===== config.mk =====
export PLATFORM = sky130hd
export DESIGN_NAME = scmc_ctrl
export DESIGN_NICKNAME = d
export VERILOG_FILES = /design/src/design/scmc_ctrl.v
export VERILOG_INCLUDE_DIRS = /design/src /design/src/design
export SDC_FILE = /design/constraint.sdc
export NUM_CORES = 1
export LEC_CHECK = 0
export BUFFER_PORTS_ARGS = -buffer_cell sky130_fd_sc_hd__buf_2
export CAP_MARGIN = 20
export CELL_PAD_IN_SITES_DETAIL_PLACEMENT = 2
export CELL_PAD_IN_SITES_GLOBAL_PLACEMENT = 2
export CORE_ASPECT_RATIO = 0.8
export CORE_MARGIN = 1.5
export CORE_UTILIZATION = 30
export CTS_CLUSTER_SIZE = 14
export DETAILED_ROUTE_END_ITERATION = 10
export MAX_ROUTING_LAYER = met4
export PLACE_DENSITY_LB_ADDON = 0.1
export SLEW_MARGIN = 20
export SYNTH_ARGS = -nofsm -noshare
export SYNTH_HDL_FRONTEND = slang
export SYNTH_SLANG_ARGS = --single-unit

===== constraint.sdc =====
create_clock -name core_clk_i -period 5 [get_ports core_clk_i]
set_clock_uncertainty 0.15 [all_clocks]
set_input_delay 0.5 -clock core_clk_i [delete_from_list [all_inputs] [get_ports core_clk_i]]
set_output_delay 0.5 -clock core_clk_i [all_outputs]
set_load 0.01 [all_outputs]

===== src/design/scmc_defs.vh =====
`ifndef SCMC_DEFS_VH
`define SCMC_DEFS_VH
// operating mode codes
`define SCMC_MODE_SLAVE   3'h0
`define SCMC_MODE_MASTER  3'h1
`define SCMC_MODE_TRIGGER 3'h2
`define SCMC_MODE_AUTO    3'h3
`define SCMC_MODE_PIN     3'h4
`define SCMC_MODE_ANY     3'h5
`define SCMC_MODE_PAIR    3'h6
// characters
`define SCMC_CH_ESC   8'h24
`define SCMC_CH_DASH  8'h2d
`define SCMC_CH_CR    8'h0d
`define SCMC_CH_QUERY 8'h3f
// reply codes on reply_code_o
`define SCMC_RPL_NONE  3'h0
`define SCMC_RPL_CMD   3'h1
`define SCMC_RPL_AOK   3'h2
`define SCMC_RPL_ERR   3'h3
`define SCMC_RPL_QUERY 3'h4
`define SCMC_RPL_HELP  3'h5
`define SCMC_RPL_SET   3'h6
`define SCMC_RPL_END   3'h7
// command classes from the external parser
`define SCMC_CC_VALID   3'h0
`define SCMC_CC_INVALID 3'h1
`define SCMC_CC_UNKNOWN 3'h2
`define SCMC_CC_HELP    3'h3
`define SCMC_CC_SHOW    3'h4
// defaults and timing
`define SCMC_CFG_TIME_DEF 8'd60
`define SCMC_CFG_TIME_INF 8'd255
`define SCMC_BAUD_DEF     115200
`define SCMC_CLK_HZ       25000000
`endif


===== src/design/scmc_ctrl.v =====
`include "scmc_defs.vh"
module scmc_ctrl #(
  parameter CLK_HZ   = `SCMC_CLK_HZ,
  parameter BAUD_DEF = `SCMC_BAUD_DEF
) (
  // clock and reset
  input  wire       core_clk_i,
  input  wire       rst_i,
  // uart receive stream
  input  wire       rx_valid_i,
  input  wire [7:0] rx_data_i,
  // command parser verdict for a finished line
  input  wire       cmd_done_i,
  input  wire [2:0] cmd_class_i,
  input  wire       cmd_connect_i,
  // stored settings; new mode and timeout values held until reboot, address valid and break used live
  input  wire [2:0] operating_mode_select_i,
  input  wire [7:0] config_timeout_set_i,
  input  wire [7:0] idle_timeout_set_i,
  input  wire       remote_address_valid_i,
  input  wire       break_seen_i,
  // link status and pin
  input  wire       link_up_i,
  input  wire       inquiry_found_i,
  input  wire       connect_control_pin_i,
  // data path
  output reg        tx_valid_o,
  output reg  [7:0] tx_data_o,
  output reg        reply_valid_o,
  output reg  [2:0] reply_code_o,
  // mode and link control
  output reg        cmd_mode_o,
  output reg        fast_data_o,
  output reg        connect_req_o,
  output reg        disconnect_req_o,
  output reg        inquiry_req_o,
  output reg        store_address_o,
  output reg        discoverable_o,
  output reg        remote_config_ok_o,
  output reg  [2:0] active_mode_o,
  output reg [31:0] baud_rate_o
);

  // one second in core clock cycles; a bench may shrink CLK_HZ so that
  // the configuration window and idle timeouts run out in a short run
  // limitation: the second is counted in whole cycles, so any fraction
  // of a cycle in CLK_HZ is lost and the window runs slightly short
  localparam [31:0] SEC_CYC = CLK_HZ;

  // one-hot escape tracker
  localparam [3:0] ST_IDLE = 4'b0001;
  localparam [3:0] ST_ONE  = 4'b0010;
  localparam [3:0] ST_TWO  = 4'b0100;
  localparam [3:0] ST_CMD  = 4'b1000;

  // modes that connect by themselves and pass data uninterpreted
  function is_auto;
    input [2:0] m;
    is_auto = (m == `SCMC_MODE_AUTO) || (m == `SCMC_MODE_PIN) || (m == `SCMC_MODE_ANY);
  endfunction

  // every mode but slave starts links itself and hides from inquiry
  function is_master;
    input [2:0] m;
    is_master = (m != `SCMC_MODE_SLAVE);
  endfunction

  ////////////////////////////////////////////////////////////////////////
  reg  [3:0]  st_q;
  reg  [1:0]  dash_q;
  reg  [31:0] tick_q;
  reg  [7:0]  sec_q;
  reg  [7:0]  idle_q;
  reg         win_open_q;
  reg         boot_q;
  reg         pin_q;
  reg  [2:0]  mode_q;
  reg  [7:0]  cfg_q;
  reg  [7:0]  idle_set_q;
  reg         sec_pulse;
  wire        entry_ok;

  // settings latched once after reset; later changes wait for reboot
  // the parser may already read back a new value, but the behaviour
  // seen here is frozen until the next reset, so a mode change never
  // lands in the middle of a connection or an escape sequence
  // an idle timeout of zero is taken as one second, since a zero
  // would drop a trigger link in the very cycle it came up
  always @(posedge core_clk_i) begin
    if (rst_i) begin
      boot_q <= 1'b1;
      mode_q <= `SCMC_MODE_SLAVE;
      cfg_q  <= `SCMC_CFG_TIME_DEF;
      idle_set_q <= 8'h01;
    end else if (boot_q) begin
      boot_q <= 1'b0;
      // out-of-range values fall back to slave
      mode_q <= (operating_mode_select_i > `SCMC_MODE_PAIR) ? `SCMC_MODE_SLAVE
                : operating_mode_select_i;
      cfg_q  <= config_timeout_set_i;
      idle_set_q <= (idle_timeout_set_i == 8'h00) ? 8'h01 : idle_timeout_set_i;
    end
  end

  ////////////////////////////////////////////////////////////////////////
  // seconds tick restarting at boot
  // a single free-running prescaler feeds both the configuration window
  // and the trigger idle timer, which trades a shared phase (up to one
  // second of jitter on the idle timeout) for one wide counter only
  always @(posedge core_clk_i) begin
    if (rst_i) begin
      tick_q    <= 32'h0;
      sec_pulse <= 1'b0;
    end else if (tick_q == SEC_CYC - 32'h1) begin
      tick_q    <= 32'h0;
      sec_pulse <= 1'b1;
    end else begin
      tick_q    <= tick_q + 32'h1;
      sec_pulse <= 1'b0;
    end
  end

  // configuration window; 255 keeps it open forever
  // the window only ever closes: once shut it stays shut until reset,
  // so a late escape can never reopen configuration access
  // the count holds while the window is infinite, so it cannot wrap
  always @(posedge core_clk_i) begin
    if (rst_i) begin
      sec_q      <= 8'h0;
      win_open_q <= 1'b1;
    end else if (!boot_q && sec_pulse && win_open_q && cfg_q != `SCMC_CFG_TIME_INF) begin
      sec_q <= sec_q + 8'h1;
      if (sec_q + 8'h1 >= cfg_q)
        win_open_q <= 1'b0;
    end
  end

  // connected needs an open window; auto modes never when connected
  // this one term gates both local escape entry and the remote
  // configuration grant, and the grant is further limited to slave mode
  assign entry_ok = !fast_data_o &&
                    (!link_up_i || win_open_q) &&
                    !(is_auto(mode_q) && link_up_i);

  ////////////////////////////////////////////////////////////////////////
  // escape detection, command mode, fast data fallback
  // the tracker holds at most two escape characters; a third one in a
  // row completes the sequence, anything else breaks it
  // hazard: escape bytes are swallowed while counted, so a host that
  // sends a lone escape followed by data loses that escape byte
  // fast data is entered only outside command mode: a user already
  // configuring when the window runs out keeps the session
  // in command mode every received byte is fed to the dash counter,
  // and the parser verdict is only honoured in a cycle with no byte
  always @(posedge core_clk_i) begin
    if (rst_i) begin
      st_q          <= ST_IDLE;
      dash_q        <= 2'h0;
      cmd_mode_o    <= 1'b0;
      fast_data_o   <= 1'b0;
      tx_valid_o    <= 1'b0;
      tx_data_o     <= 8'h00;
      reply_valid_o <= 1'b0;
      reply_code_o  <= `SCMC_RPL_NONE;
    end else begin
      tx_valid_o    <= 1'b0;
      reply_valid_o <= 1'b0;
      if (!win_open_q && st_q != ST_CMD)
        fast_data_o <= 1'b1;
      case (st_q)
        ST_IDLE, ST_ONE, ST_TWO: begin
          if (rx_valid_i) begin
            if (rx_data_i == `SCMC_CH_ESC && entry_ok && !is_auto(mode_q)) begin
              if (st_q == ST_TWO) begin
                st_q          <= ST_CMD;
                cmd_mode_o    <= 1'b1;
                dash_q        <= 2'h0;
                reply_valid_o <= 1'b1;
                reply_code_o  <= `SCMC_RPL_CMD;
              end else begin
                st_q <= (st_q == ST_IDLE) ? ST_ONE : ST_TWO;
              end
            end else begin
              // flush held prefix count: forward only this byte, the held
              // escape bytes are discarded and never re-sent
              st_q       <= ST_IDLE;
              tx_valid_o <= 1'b1;
              tx_data_o  <= rx_data_i;
            end
          end
        end
        ST_CMD: begin
          if (link_up_i && is_auto(mode_q)) begin
            st_q       <= ST_IDLE;
            cmd_mode_o <= 1'b0;
          end else if (rx_valid_i) begin
            if (rx_data_i == `SCMC_CH_DASH)
              dash_q <= (dash_q == 2'h3) ? 2'h3 : dash_q + 2'h1;
            else if (rx_data_i == `SCMC_CH_CR && dash_q == 2'h3) begin
              st_q          <= ST_IDLE;
              cmd_mode_o    <= 1'b0;
              reply_valid_o <= 1'b1;
              reply_code_o  <= `SCMC_RPL_END;
            end else
              dash_q <= 2'h0;
          end else if (cmd_done_i) begin
            reply_valid_o <= 1'b1;
            case (cmd_class_i)
              `SCMC_CC_VALID:   reply_code_o <= `SCMC_RPL_AOK;
              `SCMC_CC_INVALID: reply_code_o <= `SCMC_RPL_ERR;
              `SCMC_CC_HELP:    reply_code_o <= `SCMC_RPL_HELP;
              `SCMC_CC_SHOW:    reply_code_o <= `SCMC_RPL_SET;
              default:          reply_code_o <= `SCMC_RPL_QUERY;
            endcase
          end
        end
        default: st_q <= ST_IDLE;
      endcase
    end
  end

  ////////////////////////////////////////////////////////////////////////
  // connection control per operating mode
  // every request is a level repeated each cycle while its condition
  // holds; the link layer is expected to ignore repeats while busy
  // discoverability and remote access follow the latched mode only,
  // so a mode set by command shows after the next reboot
  // auto master mode has no disconnect path at all: neither the break
  // input nor a command can drop its link
  // any mode reacts to the rising edge of the pin, so holding the pin
  // high starts exactly one inquiry; the found address is never stored
  // pin mode follows the pin level, so a pin stuck high keeps retrying
  // idle time counts whole seconds without received bytes and is
  // cleared while the link is down, so a new link starts from zero
  always @(posedge core_clk_i) begin
    if (rst_i) begin
      pin_q            <= 1'b0;
      idle_q           <= 8'h0;
      connect_req_o    <= 1'b0;
      disconnect_req_o <= 1'b0;
      inquiry_req_o    <= 1'b0;
      store_address_o  <= 1'b0;
      discoverable_o   <= 1'b0;
      remote_config_ok_o <= 1'b0;
      active_mode_o    <= `SCMC_MODE_SLAVE;
      baud_rate_o      <= 32'h0;
    end else begin
      pin_q            <= connect_control_pin_i;
      connect_req_o    <= 1'b0;
      disconnect_req_o <= 1'b0;
      inquiry_req_o    <= 1'b0;
      store_address_o  <= 1'b0;
      active_mode_o    <= mode_q;
      baud_rate_o      <= BAUD_DEF;
      discoverable_o   <= !is_master(mode_q);
      remote_config_ok_o <= !is_master(mode_q) && entry_ok;
      if (rx_valid_i || !link_up_i)
        idle_q <= 8'h0;
      else if (sec_pulse && idle_q != 8'hff)
        idle_q <= idle_q + 8'h1;
      if (!boot_q) begin
        case (mode_q)
          `SCMC_MODE_SLAVE, `SCMC_MODE_MASTER: begin
            if (cmd_mode_o && cmd_done_i && cmd_connect_i && !link_up_i)
              connect_req_o <= 1'b1;
            if (mode_q == `SCMC_MODE_MASTER && break_seen_i && link_up_i)
              disconnect_req_o <= 1'b1;
          end
          `SCMC_MODE_TRIGGER: begin
            if (rx_valid_i && !link_up_i && !cmd_mode_o)
              connect_req_o <= 1'b1;
            if (link_up_i && (break_seen_i || idle_q >= idle_set_q))
              disconnect_req_o <= 1'b1;
          end
          `SCMC_MODE_AUTO: begin
            // break characters never drop this link
            if (!link_up_i) begin
              if (remote_address_valid_i)
                connect_req_o <= 1'b1;
              else begin
                inquiry_req_o <= 1'b1;
                if (inquiry_found_i)
                  store_address_o <= 1'b1;
              end
            end
          end
          `SCMC_MODE_PIN: begin
            if (connect_control_pin_i && !link_up_i)
              connect_req_o <= 1'b1;
            if (!connect_control_pin_i && link_up_i)
              disconnect_req_o <= 1'b1;
          end
          `SCMC_MODE_ANY: begin
            if (connect_control_pin_i && !pin_q)
              inquiry_req_o <= 1'b1;
            if (inquiry_found_i && !link_up_i)
              connect_req_o <= 1'b1;
            if (!connect_control_pin_i && link_up_i)
              disconnect_req_o <= 1'b1;
          end
          `SCMC_MODE_PAIR: begin
            if (!link_up_i && remote_address_valid_i)
              connect_req_o <= 1'b1;
          end
          default: connect_req_o <= 1'b0;
        endcase
      end
    end
  end

  // limitation: the reply code says which string to send, not the
  // string itself; the uart transmitter expands it into characters

endmodule // scmc_ctrl


# Word-level counts from Yosys, hierarchy flattened
# Index checks and enable logic that the tools add are counted.
dict set report totals {
  elab_cells 197
  reg_bits 133
  output_inout_bits 56
  input_bits 40
}
dict set report op_classes {
  n_mux 68
  eq_ne 33
  bitwise_logic 4
  addsub 4
  reduce_logical 59
  order_cmp 3
}
# operator n
set op_table {}
lappend op_table {{$add 32x1->32 const B} 1}
lappend op_table {{$eq 32x25->1 const B} 1}
lappend op_table {{$mux 1} 32}
lappend op_table {{$mux 3} 10}
lappend op_table {{$mux 4} 7}
lappend op_table {{$logic_and 1x1->1} 25}
lappend op_table {{$ne 3x3->1 const B} 7}
lappend op_table {{$mux 17} 1}
lappend op_table {{$add 8x1->8 const B} 2}
lappend op_table {{$eq 8x6->1 const B} 2}
lappend op_table {{$ge 8x8->1} 2}
lappend op_table {{$mux 2} 8}
lappend op_table {{$ne 8x8->1 const B} 2}
lappend op_table {{$reduce_and 7->1} 2}
lappend op_table {{$eq 3x3->1 const B} 4}
lappend op_table {{$pmux 3 s4} 1}
lappend op_table {{$logic_not 1->1} 10}
lappend op_table {{$ne 2x2->1 const B} 5}
lappend op_table {{$reduce_or 2->1} 5}
lappend op_table {{$eq 3x2->1 const B} 3}
lappend op_table {{$eq 8x4->1 const B} 1}
lappend op_table {{$logic_not 8->1} 1}
lappend op_table {{$mux 8} 1}
lappend op_table {{$pmux 4 s2} 1}
lappend op_table {{other kinds (25)} 37}

# Logic depth before layout (Yosys ltp)
dict set report logic_depth {
  depth_word 11
  depth_mapped 9
  depth_no_buf 9
}

# Worst setup path before layout
# No wires, ideal clock.
dict set report synth_path {
  kind {input-to-reg}
  start {in rx_data_i[7]}
  end {reg dash_q[1]}
  n_path_buf 0
  path_stages 6
  setup_ns 0.125
  arrival_time_ns 1.882
  setup_slack_ns 2.842
  required_time_ns 4.725
  path_cell_list {or3_4 -> nor2_1 -> nand4_2 -> a221o_1 -> a211oi_1 -> o22ai_1}
}
dict set report synth_via {
  elab_chain_len 5
  word_cells_on_any_way 13
  classes_between {5 x eq/ne; 4 x mux; 4 x reduce/logical}
}
# item line
set synth_rtl {}
lappend synth_rtl {{start: declaration} scmc_ctrl.v:11} ;# input wire [7:0] rx_data_i,
lappend synth_rtl {{$eq 8x6->1 (no line)} -}
lappend synth_rtl {{$mux 2 or $logic_and 1x1->1 (tied branches)} {scmc_ctrl.v:197, scmc_ctrl.v:173}}
lappend synth_rtl {{$mux 2 or $logic_and 1x1->1 (tied branches)} {scmc_ctrl.v:196, scmc_ctrl.v:173}}
lappend synth_rtl {{$mux 2 or $ne 2x2->1 (tied branches)} -}
lappend synth_rtl {{$pmux 2 s2 or $reduce_and 7->1 (tied branches)} -}
lappend synth_rtl {{end signal: assignment} scmc_ctrl.v:198} ;# dash_q <= (dash_q == 2'h3) ? 2'h3 : dash_q + 2'h1;
lappend synth_rtl {{end: declaration} scmc_ctrl.v:70} ;# reg [1:0] dash_q;
# Parallel ways exist; a longest one is shown, timed or not. The select of a mux whose other input is x is not followed.
# A chain may end at the register's enable or synchronous reset.

# Final worst setup path
dict set report layout_path {
  start {reg tick_q[0]}
  end {reg tick_q[22]}
}
dict set report layout_via {
  elab_chain_len 2
  word_cells_on_any_way 3
  classes_between {1 x add/sub; 1 x eq/ne; 1 x reduce/logical}
}
# item line
set layout_rtl {}
lappend layout_rtl {{start: declaration} scmc_ctrl.v:71} ;# reg [31:0] tick_q;
lappend layout_rtl {{start signal: assignment} scmc_ctrl.v:118} ;# tick_q <= tick_q + 32'h1;
lappend layout_rtl {{parallel branches: the longest is 2 deep, another holds $add 32x1->32} -}
# Parallel ways; which one is timed is not known.

==> flow_metrics.py <==
metrics = {
    "outcome": {
        "status": "finished, final reports clean",
    },
    "synthesis": {
        "synth_edf_count": 0,
        "netlist_instances": 577,
        "ys.flop_type": "dfxtp_1",
        "ys_ff_latch": 102,
        "syn_area_sq_um": 5020,
        "ys.warnings.count": 0,
        "async_flop_share_pct": 0,
        "synth-seq-area-share_pct": 40.7,
        "ys_types": 60,
        "syn_area_per_cell_sq_um": 8.70,
    },
    "finish": {
        "diodes": 0,
        "final_common_cell": "dfxtp_1",
        "area_growth_pct": 14.6,
        "fin_nets": 693,
        "layout-drive-gt1-share_pct": 15.8,
        "final_cell_mix": "dfxtp_1, nor2_1, buf_2",
    },
    "worst_setup_path": {
        "cp.depth": 7,
        "cp_slowest_cell": "or4_1",
        "end_kind": "flip-flop",
        "path_cells": "ha_1 -> nand2_1 -> or4_1 -> nor2_4 -> and4_1 -> xnor2_1 -> nor2_1",
        "max_stage_delay_ps": 650,
        "critPathKind": "reg -> reg",
        "crit_buf_inv": 0,
        "required_ps": 5070,
        "path_max_fanout": 6,
        "r2r_cells": 7,
        "start_kind": "flip-flop",
        "crit_family": "simple AND/OR/NAND/NOR gates",
        "r2r_setup_slack_ps": 2570,
        "rr_startpoint": "tick_q[0]",
        "cp.arrival_ps": 2510,
        "r2r-end": "tick_q[22]",
    },
    "clock_tree": {
        "cts_resized": 0,
        "insertion_delay_ps": 350,
        "cts_hold_buffers": 0,
        "htreeDepth": 3,
        "cts_made_buffers": 9,
        "postCtsSetupBuffers": 0,
        "cts_tree": "done",
        "cts_root_buffer": "clkbuf_16",
        "cts_sinks": 102,
        "clk_pin_slew_worst_paths_ps": 70,
        "clockBufferDepth": 2,
    },
    "drt": {
        "dr_total_vias": 4119,
        "route.detailed.drc": 0,
        "drt_iter0_drc": 89,
        "wire_per_inst_um": 15.9,
        "wirelength_um": 13700,
        "ant_nets": 0,
        "vias_per_cell": 4.80,
        "drt-pass1-iter-count": 4,
    },
    "die": {
        "start_util_pct": 30.5,
        "rows": 42,
        "die_y_um": 119,
        "pin_count": 96,
        "core_area_sq_um": 16400,
        "die-area_sq_um": 17500,
        "die_w_um": 148,
    },
    "worst_hold_path": {
        "min_path_cells": 3,
        "min_path_type": "in -> reg",
        "hold_start": "config_timeout_set_i[5]",
        "min_to": "cfg_q[5]",
    },
    "timing": {
        "finalHoldViolCount": 0,
        "fin_ws_ps": 2570,
        "setup-violations-final": 0,
        "worst-slew-pin-transition_ps": 935,
        "finalCriticalPeriod_ps": 2430,
        "finalMaxSlewViolations": 0,
        "max_slew_margin_pct": 37.2,
        "fmax_mhz": 411,
        "finalCritPeriodShare_pct": 48.7,
        "rsz0062_at_grt": "false",
        "tns_ps": 0,
    },
    "global_route": {
        "grt_max_degree": 53,
        "grt_usage_pct": 17.0,
        "grt_pass1_wl_um": 22900,
        "grt_pass1_vias": 4419,
        "antenna_found_initial": 0,
        "grt-ovfl-total": 0,
    },
    "place": {
        "pre_cts_slack_ps": 2240,
        "hpwlAfterDp_um": 10200,
        "io_buffers": 67,
        "gp_congestion": 0.763,
    },
    "power": {
        "p_leak_nw": 2.40,
        "power_density_nw_per_um2": 305,
        "ir_drop_uv": 155,
    },
    "run": {
        "maxCapViolCount": 0,
    },
}
-- power breakdown --
part           internal, mW  switching, mW
logic                0.0481         0.0813
registers             0.832         0.0159
clock network         0.440          0.339
-- layer usage --
| metal | global-route usage [%] | up-vias | wire [um] |
|---|---|---|---|
| met3 | 3.28 | 10 | 432 |
| met2 | 27.7 | 70 | 6480 |
| met1 | 21.6 | 2014 | 6650 |
| met5 | - | - | 0 |
| met4 | 4.50 | 0 | 127 |
| li1 | - | 2025 | - |
-- cell usage after synthesis, types with 2 or more instances --
cell type / n / area (sq um)
a211oi_1: 3 / 22.5
a21oi_1: 24 / 120
and2_1: 3 / 18.8
and3_1: 10 / 62.6
and3_2: 3 / 22.5
and4_1: 3 / 26.3
buf_1: 3 / 11.3
buf_2: 8 / 40.0
buf_4: 31 / 233
clkbuf_1: 8 / 30.0
dfxtp_1: 102 / 2040
ha_1: 19 / 238
inv_1: 25 / 93.8
mux2i_1: 21 / 210
nand2_1: 36 / 135
nand2b_1: 10 / 62.6
nand3_1: 25 / 125
nand3b_1: 2 / 15.0
nand4_1: 11 / 68.8
nor2_1: 90 / 338
nor2b_1: 8 / 50.1
nor3_1: 9 / 45.0
nor4_1: 5 / 31.3
nor4_2: 2 / 25.0
nor4b_1: 4 / 35.0
o211ai_1: 8 / 60.1
o21a_1: 2 / 15.0
o21ai_0: 15 / 75.1
o22ai_1: 3 / 18.8
o31ai_1: 3 / 22.5
or4_1: 3 / 22.5
xnor2_1: 15 / 131
xor2_1: 36 / 315
-- worst max-delay path by stage --
stage / start / end / slack (ps)
2_1_floorplan: rx_data_i[7] / dash_q[1] / 2840
3_3_place_gp: mode_q[2] / tx_data_o[6] / 2340
3_5_place_dp: mode_q[2] / tx_data_o[2] / 2240
4_1_cts: mode_q[2] / tx_data_o[2] / 2210
5_1_grt: mode_q[2] / reply_code_o[0] / 2270
6_report: tick_q[0] / tick_q[22] / 2570
-- worst register-to-register path: stages (launching register included) --
cell and delay, ps:
dfxtp_1 440, ha_1 350, nand2_1 120, or4_1 650
nor2_4 190, and4_1 230, xnor2_1 120, nor2_1 50
-- final cells by class --
class / instances / area, sq um
Multi-Input combinational cell: 426 / 2670
Clock buffer: 9 / 225
Tap cell: 220 / 275
Inverter: 25 / 93.8
Clock inverter: 7 / 96.3
Sequential cell: 102 / 2040
Fill cell: 1894 / 10700
Timing Repair Buffer: 70 / 358
-- cell families after synthesis --
kind of cell / synth area share [%]
flops: 40.7
fa+ha+maj: 4.73
buf+inv: 8.35
mux: 4.41
xor+xnor: 8.89
simple gates: 24.0
compound gates: 8.92
other cells: 0.0747
-- state kept, by name, summed over array words and instances (netlist names), 2 cells and up --
register       flops
reply_code_o       3
tx_data_o          8
tick_q            32
cfg_q              8
mode_q             3
st_q               4
idle_set_q         8
active_mode_o      3
dash_q             2
idle_q             8
sec_q              8
-- stage by stage --
| step | instance area (sq um) | std cells | power, mW | utilization (%) | hold WS, ps |
|---|---|---|---|---|---|
| final | 5760 | 859 | 1.76 | 35.0 | 236 |
| after global routing | 5760 | 859 | 1.84 | 35.0 | 242 |
| after CTS | 5750 | 859 | 1.79 | 35.0 | 228 |
| after detailed placement | 5430 | 843 | 0.999 | 33.0 | 264 |
| after global placement | 5430 | 843 | 0.994 | 33.0 | 260 |
| after floorplan | 5120 | 604 | 0.960 | - | 246 |
Note: power is estimated with default switching activity, not from simulation.
